<file path="src/inc/ccp_regs.vh">
// register map, field positions and mode codes of the capture/compare unit
`ifndef CCP_REGS_VH
`define CCP_REGS_VH

`define CCP_CONTROL_OFF      8'h00
`define CCP_COMPARE_LOW_OFF  8'h04
`define CCP_COMPARE_HIGH_OFF 8'h08
`define CCP_STATUS_OFF       8'h0C
`define CCP_MASK_OFF         8'h10
`define CCP_DUTY_OFF         8'h14

`define CCP_CONTROL_RESET    8'h00
`define CCP_CONTROL_WMASK    8'h3F
`define CCP_MODE_LSB         0
`define CCP_MODE_MSB         3
`define CCP_DUTY_LSB         4
`define CCP_DUTY_MSB         5

`define CCP_MODE_OFF         4'h0
`define CCP_MODE_TOGGLE      4'h2
`define CCP_MODE_CAP_FALL    4'h4
`define CCP_MODE_CAP_RISE    4'h5
`define CCP_MODE_CAP_RISE4   4'h6
`define CCP_MODE_CAP_RISE16  4'h7
`define CCP_MODE_SET         4'h8
`define CCP_MODE_CLEAR       4'h9
`define CCP_MODE_SWIRQ       4'hA
`define CCP_MODE_SPECIAL     4'hB

`define CCP_PRESCALE4_LAST   4'h3
`define CCP_PRESCALE16_LAST  4'hF

`define CCP_STAT_IRQ         0
`define CCP_STAT_SPECIAL     1
`define CCP_STAT_WIDTH       2

`define AXI_RESP_OKAY        2'h0
`define AXI_RESP_SLVERR      2'h2

`endif

</file>
<file path="src/rtl/ccp_mode_control.v">
// capture/compare unit: control register, mode decode, capture and compare actions, AXI4-Lite slave
// What this block does
// control bits 7 and 6 ignore writes and always read as zero.
// in PWM mode control bits 5:4 form the low two bits of a 10-bit duty whose upper eight come from compare low.
// mode 0000 turns the unit off and resets its prescaler and compare output latch; status flags and capture value are kept.
// mode 0010 toggles the compare output and sets the interrupt flag on each timer match.
// mode 0100 captures on every falling edge of the event pin.
// mode 0110 captures only on every fourth rising edge.
// mode 0111 captures only on every sixteenth rising edge using the prescaler.
// mode 1000 drives the compare output high on match and sets the interrupt flag.
// mode 1001 drives the compare output low on match and sets the interrupt flag.
// mode 1010 only sets the interrupt flag on match.
// mode 1011 issues a special event trigger on match, sets the flag and resets the timer.
// 0101 captures every rising edge, 0110 every fourth, 1011 is the special event, 0001 and 0011 act as off.
// a capture copies the 16-bit timer into the capture registers, overwriting any unread value.
// each capture sets the interrupt flag, which only software clears.
// the prescaler clears when off, outside capture modes and on reset, but not between prescale settings.
// the special event clears the timer without its overflow flag and starts an ADC conversion.
//
// Decided for this implementation: the register offsets and the AXI4-Lite register port.
`timescale 1ns/1ps
`default_nettype none
`include "ccp_regs.vh"

module ccp_mode_control (
	input  wire        aclk,
	input  wire        aresetn,
	input  wire [7:0]  s_axi_awaddr,
	input  wire        s_axi_awvalid,
	output reg         s_axi_awready,
	input  wire [31:0] s_axi_wdata,
	input  wire [3:0]  s_axi_wstrb,
	input  wire        s_axi_wvalid,
	output reg         s_axi_wready,
	output reg  [1:0]  s_axi_bresp,
	output reg         s_axi_bvalid,
	input  wire        s_axi_bready,
	input  wire [7:0]  s_axi_araddr,
	input  wire        s_axi_arvalid,
	output reg         s_axi_arready,
	output reg  [31:0] s_axi_rdata,
	output reg  [1:0]  s_axi_rresp,
	output reg         s_axi_rvalid,
	input  wire        s_axi_rready,
	input  wire [15:0] timer_value,
	input  wire        event_pin,
	output reg         compare_out,
	output reg         timer_clear,
	output reg         adc_start,
	output reg  [9:0]  pwm_duty,
	output reg         irq
);

	////////////////////////////////////////////////////////////////////////
	function is_capture;
		input [3:0] m;
		begin
			is_capture = (m == `CCP_MODE_CAP_FALL) || (m == `CCP_MODE_CAP_RISE) ||
			             (m == `CCP_MODE_CAP_RISE4) || (m == `CCP_MODE_CAP_RISE16);
		end
	endfunction

	function is_compare;
		input [3:0] m;
		begin
			is_compare = (m == `CCP_MODE_TOGGLE) || (m[3] && (m[2:0] <= 3'h3));
		end
	endfunction

	////////////////////////////////////////////////////////////////////////
	reg  [5:0]  control_q;
	reg  [7:0]  compare_value_low;
	reg  [7:0]  compare_value_high;
	reg  [`CCP_STAT_WIDTH-1:0] status_q;
	reg  [`CCP_STAT_WIDTH-1:0] mask_q;
	reg  [15:0] capture_q;
	reg  [3:0]  prescale_q;
	reg         pin_q;
	reg         match_q;
	reg         aw_hold_q;
	reg         w_hold_q;
	reg  [7:0]  aw_addr_q;
	reg  [31:0] w_data_q;
	reg  [3:0]  w_strb_q;

	wire [3:0]  unit_mode_field = control_q[`CCP_MODE_MSB:`CCP_MODE_LSB];
	wire        mode_off = !is_capture(unit_mode_field) && !is_compare(unit_mode_field) &&
	                       (unit_mode_field[3:2] == 2'h0);
	wire [15:0] compare_value = {compare_value_high, compare_value_low};

	// compare fires once on entry to a match, not every cycle the timer sits there
	wire        match_now = (timer_value == compare_value);
	wire        match_evt = match_now && !match_q && is_compare(unit_mode_field);
	wire        rise = event_pin && !pin_q;
	wire        fall = !event_pin && pin_q;

	reg         edge_evt;
	reg         cap_evt;
	always @* begin
		edge_evt = 1'b0;
		cap_evt = 1'b0;
		case (unit_mode_field)
			`CCP_MODE_CAP_FALL: begin
				cap_evt = fall;
			end
			`CCP_MODE_CAP_RISE: begin
				cap_evt = rise;
			end
			`CCP_MODE_CAP_RISE4: begin
				edge_evt = rise;
				cap_evt = rise && (prescale_q[1:0] == `CCP_PRESCALE4_LAST);
			end
			`CCP_MODE_CAP_RISE16: begin
				edge_evt = rise;
				cap_evt = rise && (prescale_q == `CCP_PRESCALE16_LAST);
			end
			default: begin
				edge_evt = 1'b0;
				cap_evt = 1'b0;
			end
		endcase
	end

	wire        special_evt = match_evt && (unit_mode_field == `CCP_MODE_SPECIAL);
	wire        irq_evt = match_evt || cap_evt;

	////////////////////////////////////////////////////////////////////////
	function mapped;
		input [7:0] a;
		begin
			mapped = (a[1:0] == 2'h0) && (a <= `CCP_DUTY_OFF);
		end
	endfunction

	function hits;
		input [7:0] a;
		input [7:0] slot;
		begin
			hits = (a[7:2] == slot[7:2]);
		end
	endfunction

	wire        do_write = aw_hold_q && w_hold_q && !s_axi_bvalid;
	// refused writes (unmapped, unaligned, lane 0 off) still answer but change nothing
	wire        do_store = do_write && mapped(aw_addr_q) && w_strb_q[0];
	wire        wr_ctrl  = do_store && hits(aw_addr_q, `CCP_CONTROL_OFF);
	wire        wr_cmpl  = do_store && hits(aw_addr_q, `CCP_COMPARE_LOW_OFF);
	wire        wr_cmph  = do_store && hits(aw_addr_q, `CCP_COMPARE_HIGH_OFF);
	wire        wr_stat  = do_store && hits(aw_addr_q, `CCP_STATUS_OFF);
	wire        wr_mask  = do_store && hits(aw_addr_q, `CCP_MASK_OFF);
	wire [7:0]  ctrl_wr  = w_data_q[7:0] & `CCP_CONTROL_WMASK;

	always @(posedge aclk) begin
		if (!aresetn) begin
			s_axi_awready <= 1'b0;
			s_axi_wready <= 1'b0;
			s_axi_bvalid <= 1'b0;
			s_axi_bresp <= `AXI_RESP_OKAY;
			aw_hold_q <= 1'b0;
			w_hold_q <= 1'b0;
			aw_addr_q <= 8'h00;
			w_data_q <= 32'h00000000;
			w_strb_q <= 4'h0;
		end else begin
			s_axi_awready <= !aw_hold_q && !s_axi_awready && s_axi_awvalid;
			s_axi_wready <= !w_hold_q && !s_axi_wready && s_axi_wvalid;
			if (s_axi_awvalid && s_axi_awready) begin
				aw_hold_q <= 1'b1;
				aw_addr_q <= s_axi_awaddr;
			end
			if (s_axi_wvalid && s_axi_wready) begin
				w_hold_q <= 1'b1;
				w_data_q <= s_axi_wdata;
				w_strb_q <= s_axi_wstrb;
			end
			if (do_write) begin
				s_axi_bvalid <= 1'b1;
				s_axi_bresp <= mapped(aw_addr_q) ? `AXI_RESP_OKAY : `AXI_RESP_SLVERR;
				aw_hold_q <= 1'b0;
				w_hold_q <= 1'b0;
			end else if (s_axi_bvalid && s_axi_bready) begin
				s_axi_bvalid <= 1'b0;
			end
		end
	end

	always @(posedge aclk) begin
		if (!aresetn) begin
			s_axi_arready <= 1'b0;
			s_axi_rvalid <= 1'b0;
			s_axi_rdata <= 32'h00000000;
			s_axi_rresp <= `AXI_RESP_OKAY;
		end else begin
			s_axi_arready <= !s_axi_arready && !s_axi_rvalid && s_axi_arvalid;
			if (s_axi_arvalid && s_axi_arready) begin
				s_axi_rvalid <= 1'b1;
				s_axi_rresp <= mapped(s_axi_araddr) ? `AXI_RESP_OKAY : `AXI_RESP_SLVERR;
				case (s_axi_araddr)
					`CCP_CONTROL_OFF: s_axi_rdata <= {26'h0000000, control_q};
					`CCP_COMPARE_LOW_OFF: s_axi_rdata <= {24'h000000, compare_value_low};
					`CCP_COMPARE_HIGH_OFF: s_axi_rdata <= {24'h000000, compare_value_high};
					`CCP_STATUS_OFF: s_axi_rdata <= {30'h00000000, status_q};
					`CCP_MASK_OFF: s_axi_rdata <= {30'h00000000, mask_q};
					`CCP_DUTY_OFF: s_axi_rdata <= {16'h0000, capture_q};
					default: s_axi_rdata <= 32'h00000000;
				endcase
			end else if (s_axi_rvalid && s_axi_rready) begin
				s_axi_rvalid <= 1'b0;
			end
		end
	end

	////////////////////////////////////////////////////////////////////////
	always @(posedge aclk) begin
		if (!aresetn) begin
			control_q <= 6'h00;
			compare_value_low <= 8'h00;
			compare_value_high <= 8'h00;
			mask_q <= {`CCP_STAT_WIDTH{1'b0}};
		end else begin
			if (wr_ctrl)
				control_q <= ctrl_wr[5:0];
			if (wr_cmpl)
				compare_value_low <= w_data_q[7:0];
			if (wr_cmph)
				compare_value_high <= w_data_q[7:0];
			if (wr_mask)
				mask_q <= w_data_q[`CCP_STAT_WIDTH-1:0];
		end
	end

	////////////////////////////////////////////////////////////////////////
	// pin and match history follow their inputs in every mode
	always @(posedge aclk) begin
		if (!aresetn) begin
			pin_q <= 1'b0;
			match_q <= 1'b0;
		end else begin
			pin_q <= event_pin;
			match_q <= match_now;
		end
	end

	// kept across 4th/16th changes, so a switch without an off may capture early
	always @(posedge aclk) begin
		if (!aresetn) begin
			prescale_q <= 4'h0;
		end else if (!is_capture(unit_mode_field)) begin
			prescale_q <= 4'h0;
		end else if (edge_evt) begin
			prescale_q <= prescale_q + 4'h1;
		end
	end

	// capture value reads at the duty slot; a newer capture overwrites an unread one
	always @(posedge aclk) begin
		if (!aresetn) begin
			capture_q <= 16'h0000;
		end else if (cap_evt) begin
			capture_q <= timer_value;
		end
	end

	always @(posedge aclk) begin
		if (!aresetn) begin
			compare_out <= 1'b0;
		end else if (mode_off) begin
			compare_out <= 1'b0;
		end else if (match_evt) begin
			case (unit_mode_field)
				`CCP_MODE_TOGGLE: compare_out <= !compare_out;
				`CCP_MODE_SET: compare_out <= 1'b1;
				`CCP_MODE_CLEAR: compare_out <= 1'b0;
				default: compare_out <= compare_out;
			endcase
		end
	end

	// duty assembly only; the PWM datapath is outside this block
	always @(posedge aclk) begin
		if (!aresetn) begin
			pwm_duty <= 10'h000;
		end else begin
			pwm_duty <= {compare_value_low, control_q[`CCP_DUTY_MSB:`CCP_DUTY_LSB]};
		end
	end

	// timer clear and converter start leave together as one-cycle pulses
	always @(posedge aclk) begin
		if (!aresetn) begin
			timer_clear <= 1'b0;
			adc_start <= 1'b0;
		end else begin
			timer_clear <= special_evt;
			adc_start <= special_evt;
		end
	end

	////////////////////////////////////////////////////////////////////////
	wire [`CCP_STAT_WIDTH-1:0] status_set;
	assign status_set[`CCP_STAT_IRQ] = irq_evt;
	assign status_set[`CCP_STAT_SPECIAL] = special_evt;

	genvar gi;
	generate
		for (gi = 0; gi < `CCP_STAT_WIDTH; gi = gi + 1) begin : g_status
			// set wins over a write-one-clear in the same cycle, so no event is lost
			always @(posedge aclk) begin
				if (!aresetn) begin
					status_q[gi] <= 1'b0;
				end else begin
					status_q[gi] <= status_set[gi] || (status_q[gi] && !(wr_stat && w_data_q[gi]));
				end
			end
		end
	endgenerate

	always @(posedge aclk) begin
		if (!aresetn) begin
			irq <= 1'b0;
		end else begin
			irq <= |(status_q & mask_q);
		end
	end

endmodule
`default_nettype wire

</file>
<file path="config.mk">
export PLATFORM = sky130hd
export DESIGN_NAME = ccp_mode_control
export DESIGN_NICKNAME = d
export VERILOG_FILES = /design/src/rtl/ccp_mode_control.v
export VERILOG_INCLUDE_DIRS = /design/src /design/src/inc
export SDC_FILE = /design/constraint.sdc
export NUM_CORES = 1
export LEC_CHECK = 0
export BUFFER_PORTS_ARGS = -buffer_cell sky130_fd_sc_hd__buf_4
export CORE_ASPECT_RATIO = 1.2
export CORE_MARGIN = 2
export CORE_UTILIZATION = 42
export DETAILED_ROUTE_END_ITERATION = 12
export PLACE_DENSITY = 0.71
export SETUP_SLACK_MARGIN = 0.3
export SYNTH_ARGS = -nofsm -noshare
export SYNTH_HDL_FRONTEND = slang
export SYNTH_SLANG_ARGS = --single-unit
</file>
<file path="constraint.sdc">
create_clock -name aclk -period 2.4 [get_ports aclk]
set_input_delay 0.36 -clock aclk [delete_from_list [all_inputs] [get_ports aclk]]
set_output_delay 0.36 -clock aclk [all_outputs]
set_load 0.05 [all_outputs]
</file>
; Word-level counts from Yosys, hierarchy flattened
; Cells that the tools add are included.
[totals]
regBits = 121
in_bits = 76
output_inout_bits = 55
word_cells = 135
[classes]
add_sub_neg = 1
order_cmp = 3
eq_ne = 20
muxes = 10
n_bitwise = 2
n_reduce_logical = 72
[ops]
columns = cell, count
row1 = $pmux W16 S6, 1
row2 = $logic_and A1 B1 Y1, 36
row3 = $eq A16 B16 Y1, 1
row4 = $eq A4 B3 Y1 const B, 4
row5 = $eq A4 B4 Y1 const B, 4
row6 = $eq A8 B4 Y1 const B, 2
row7 = $eq A8 B5 Y1 const B, 2
row8 = $le A8 B5 Y1 const B, 2
row9 = $logic_not A1 Y1, 15
row10 = $eq A6 B2 Y1 const B, 2
row11 = $eq A8 B3 Y1 const B, 1
row12 = $logic_not A8 Y1, 1
row13 = $reduce_or A2 Y1, 4
row14 = $logic_or A1 B1 Y1, 7
row15 = $eq A6 B1 Y1 const B, 1
row16 = $eq A6 B3 Y1 const B, 1
row17 = $logic_not A2 Y1, 3
row18 = $logic_not A6 Y1, 1
row19 = $mux W1, 5
row20 = $add A4 B1 Y4 const B, 1
row21 = $eq A4 B2 Y1 const B, 1
row22 = $mux W2, 2
row23 = $pmux W1 S4, 1
row24 = $reduce_and A2 Y1, 2
row25 = other kinds (7), 8

; Depth between registers and ports, before layout
[depth]
depth_word = 9
mapped_depth = 7
depth_no_buf = 5

; Worst setup path before layout
; Ideal clock, no wire load.
[synth_timing]
kind = flip-flop to flip-flop
start = reg control_q[0]
end = reg capture_q[10]
setup_time_ns = 0.126
arrival_time_ns = 2.028
required_ns = 2.274
path_slack_ns = 0.246
stages_incl_launch_ff = 7
path_buffers = 1
synth_period_minus_slack_ns = 2.154
cell_sequence = dfxtp_1 or3b_1 a21o_1 a2111oi_4 buf_8 mux2i_1 nor2_1
[synth_via]
elab_chain_len = 2
elab_cells_between_ends = 5
cone_classes = eq/ne: 4 / mux: 1
[synth_lines]
columns = item, line
row1 = from (decl), ccp_mode_control.v:71  ; reg [5:0] control_q;
row2 = from (signal assigned), ccp_mode_control.v:222  ; control_q <= ctrl_wr[5:0];
row3 = $eq A4 B3 Y1, ccp_mode_control.v:102  ; case (unit_mode_field)
row4 = $pmux W1 S4 *, ccp_mode_control.v:102
row5 = to (signal assigned), ccp_mode_control.v:260  ; capture_q <= timer_value;
row6 = to (decl), ccp_mode_control.v:76  ; reg [15:0] capture_q;
; Mark *: on every way between the ends. The rest lies on a longest branch, timed or not.
; A chain may end at the register's enable or synchronous reset.

; Final worst setup path
[layout_timing]
start = reg control_q[0]
end = reg capture_q[8]
; The elaborated chain is that of the path after synthesis.

==> results.yml <==
outcome:
  outcome: "complete, no violations"
die:
  die_w_um: 96.7
  rows: 40
  die_area_mm2: 0.0111
  die_height_um: 115
  start_util_pct: 43.3
  num_io_pins: 131
  coreArea_mm2: 0.0100
worst_setup_path:
  crit_buf_inv: 1
  r2r_end: "capture_q[8]$_SDFFE_PN0P_"
  end_kind: "flop"
  cpLargestDelayFamily: "compound AO/OA/AOI/OAI gates"
  critPathMaxStageDelay_ns: 0.40
  r2r-start: "control_q[0]$_SDFFE_PN0P_"
  startpoint_type: "flop"
  crit_chain: "or3b_1 > a21o_1 > a2111oi_4 > buf_12 > mux2i_1 > nor2_1"
  arrival_ns: 2.20
  reg2reg_depth: 6
  path_class: "reg -> reg"
  critical_path.max_fanout: 17
  timing.critical_path.required_ns: 2.62
  crit_path_top_delay_cell: "or3b_1"
  r2r_setup_slack_ns: 0.41
timing:
  timing.final.ws_setup_ns: 0.413
  relSlewSlack_pct: 58.0
  skew_ns: 0.00701
  final_hold_viol_count: 0
  setup_tns_ns: 0
  fin_crit_ns: 1.99
  worstMarginPinSlew_ns: 0.625
  slew_viol_final: 0
  rsz0062_at_grt: "false"
  max_freq_mhz: 503
  fin_crit_sh_pct: 82.8
  setup_viol: 0
min_path:
  hold_depth: 3
  hold_class: "in -> reg"
  min_to: "s_axi_arready$_SDFF_PN0_"
  holdCritStartpoint: "s_axi_arvalid"
power:
  peakVddDrop_mv: 0.360
  power_leakage_nw: 2.25
  power.density_mw_per_mm2: 634
  power_mw: 3.34
yosys:
  syn-cell-area_mm2: 0.00433
  ys_warn_count: 0
  synth.avg_cell_area_um2: 9.34
  netlist.area_leader.share_pct: 47.6
  ys_ff_latch: 103
  ys_seq_area_share_pct: 47.6
  ys_top_cells_by_area: "dfxtp_1 48%, mux2i_1 10%, nor2_1 5.1%, nand2_1 3.8%, buf_4 3.6%"
  synthCells: 464
  synth.largest_area_cell: "dfxtp_1"
  yosys.cell_types.count: 48
cells_and_area:
  utilization_pct: 52.6
  final_cell_area_mm2: 0.00526
  drive_gt1_share_pct: 22.2
  final_nets: 619
  n_antenna_cell: 0
  syn2layout_area_growth_pct: 21.5
global_route:
  track_usage_pct: 18.4
  grt_max_degree: 40
  antenna_found_initial: 0
  grt_pass1_vias: 3364
  grt_pass1_wl_um: 16200
  grt_overflow: 0
clock_network:
  htreeDepth: 3
  path_clk_slew_ns: 0.06
  clkSinkCount: 103
  cts_setup_buffers: 0
  cts_root_buffer: "clkbuf_16"
  cts_buffer_depth: 2
  clkLatencyLatePin_ns: 0.34
  cts_tree: "built"
  cts_buffers: 9
  cts_hold_buffers: 0
placed_design:
  dpl.hpwl_um: 7410
  dpl-instance-area_mm2: 0.00499
  port_buffers: 85
  place.gp.congestion: 0.827
  dpl_worst_slack_ns: 0.227
drt:
  post_drt_wl_per_cell_um: 15.2
  first_pass_iters: 4
  vias: 3421
  remaining_drc_errors: 0
  routed_via_density: 5.09
  routed_wl_um: 10200
  drtAntennaViolNets: 0
  dr.first_iter.drc_count: 146
job:
  max_cap_violations: 0
==> flip-flops by register name, indices dropped and copies added (netlist names), 2 cells and up <==
signal	count
aw_addr_q	8
capture_q	16
compare_value_high	8
compare_value_low	8
control_q	6
mask_q	2
prescale_q	4
pwm_duty	10
s_axi_rdata	16
status_q	2
w_data_q	8
==> cells by family (layout without fill, tap and decap cells) <==
| group | Yosys count | in the layout | share of synthesized area [%] |
|---|---|---|---|
| simple gates | 173 | 173 | 19.3 |
| flops | 103 | 103 | 47.6 |
| compound gates | 69 | 69 | 9.85 |
| mux | 50 | 50 | 12.3 |
| buf+inv | 49 | 114 | 6.90 |
| xor+xnor | 18 | 18 | 3.64 |
| fa+ha+maj | 1 | 1 | 0.289 |
| other cells | 1 | 18 | 0.0866 |
==> layout make-up <==
type / instances / area, um^2
multi-input combinational: 329 / 2050
inverter: 6 / 22.5
clock buffer: 11 / 243
tap: 126 / 158
fill: 944 / 4750
timing repair buffer: 93 / 711
sequential: 103 / 2060
clock inverter: 4 / 22.5
==> layer usage <==
metal	up-vias	routed length (um)	track usage (%)
li1	1720	-	-
met1	1583	4410	22.8
met2	107	5030	31.1
met3	11	611	3.59
met4	0	153	8.36
met5	-	0	0
==> per-stage QoR <==
stage | std cells | hold WS [ns]
3_5_place_dp | 657 | 0.446
2_1_floorplan | 481 | 0.431
4_1_cts | 672 | 0.247
6_report | 672 | 0.256
5_1_grt | 672 | 0.259
3_3_place_gp | 657 | 0.441
==> what timing repair did <==
action,CTS,global route
resized for setup,1,1
setup endpoints to repair,6,22
pin swaps,0,1
==> cell usage in the layout (no fill, tap or decap), types with 2 or more instances in the layout <==
cell / Yosys / routed
a22oi_1: 13 / 13
nor4_1: 5 / 5
and2_1: 13 / 13
mux2i_1: 44 / 44
nand2b_1: 5 / 5
xor2_1: 18 / 18
a211oi_1: 3 / 3
clkbuf_16: 0 / 9
clkinv_2: 0 / 3
mux2_2: 4 / 4
o21ai_0: 11 / 11
nand3b_1: 5 / 5
and3_1: 2 / 2
or2_2: 3 / 3
or4_1: 2 / 2
nand4_1: 4 / 4
conb_1: 1 / 18
buf_4: 21 / 92
o21ai_1: 6 / 6
nand2_1: 44 / 43
or3_1: 2 / 2
nor2_1: 59 / 59
nor3_1: 3 / 3
a21oi_1: 29 / 29
inv_1: 6 / 5
nand3_1: 16 / 16
a221oi_1: 3 / 3
dfxtp_1: 103 / 103
==> cells in the mapped netlist (all sizes together) <==
cell type and n:
nand2b 5, mux2i 44, or2 3, nor2b 1, inv 6, nand4b 1, and3b 1, nor4b 1
dlymetal6s2s 1, and4 1, and2 13, ha 1, conb 1, nor2 59, mux2 4, xor2 18
nand2 44, mux4 2, nand3b 5, a221oi 3, nand4 4, o22ai 1, a2111oi 1, nor4 6
and2b 2, or4 2, and3 2, a21oi 29, nor3 4, a22oi 13, a21o 1, clkbuf 17
a211oi 3, or3 2, dfxtp 103, or3b 1, buf 25, nand3 16, o311ai 1, o21ai 17
==> power by group <==
group          leakage (nW)  switching [mW]  total (mW)  internal (mW)
logic                  1.29           0.180       0.270         0.0896
registers             0.832          0.0196        1.75           1.73
clock network         0.131           0.602        1.32          0.720
==> how the worst max path moves through the flow <==
stage                                    startpoint                            endpoint  cells after the start
final                     control_q[0]$_SDFFE_PN0P_           capture_q[8]$_SDFFE_PN0P_                      6
after global placement              s_axi_araddr[1]         s_axi_rdata[2]$_SDFFE_PN0P_                      7
after global routing      control_q[0]$_SDFFE_PN0P_           capture_q[6]$_SDFFE_PN0P_                      6
after detailed placement            s_axi_araddr[1]         s_axi_rdata[4]$_SDFFE_PN0P_                      7
after floorplan           control_q[0]$_SDFFE_PN0P_          capture_q[10]$_SDFFE_PN0P_                      6
after CTS                 aw_addr_q[1]$_SDFFE_PN0P_  compare_value_high[4]$_SDFFE_PN0P_                      6
==> worst reg2reg max path, delay by kind of cell (launching register included) <==
kind | cells | cell delay (ns)
compound gates | 2 | 0.54
buf+inv | 1 | 0.23
flops | 1 | 0.39
simple gates | 2 | 0.45
mux | 1 | 0.25
Note: power is estimated with default switching activity, not from simulation.
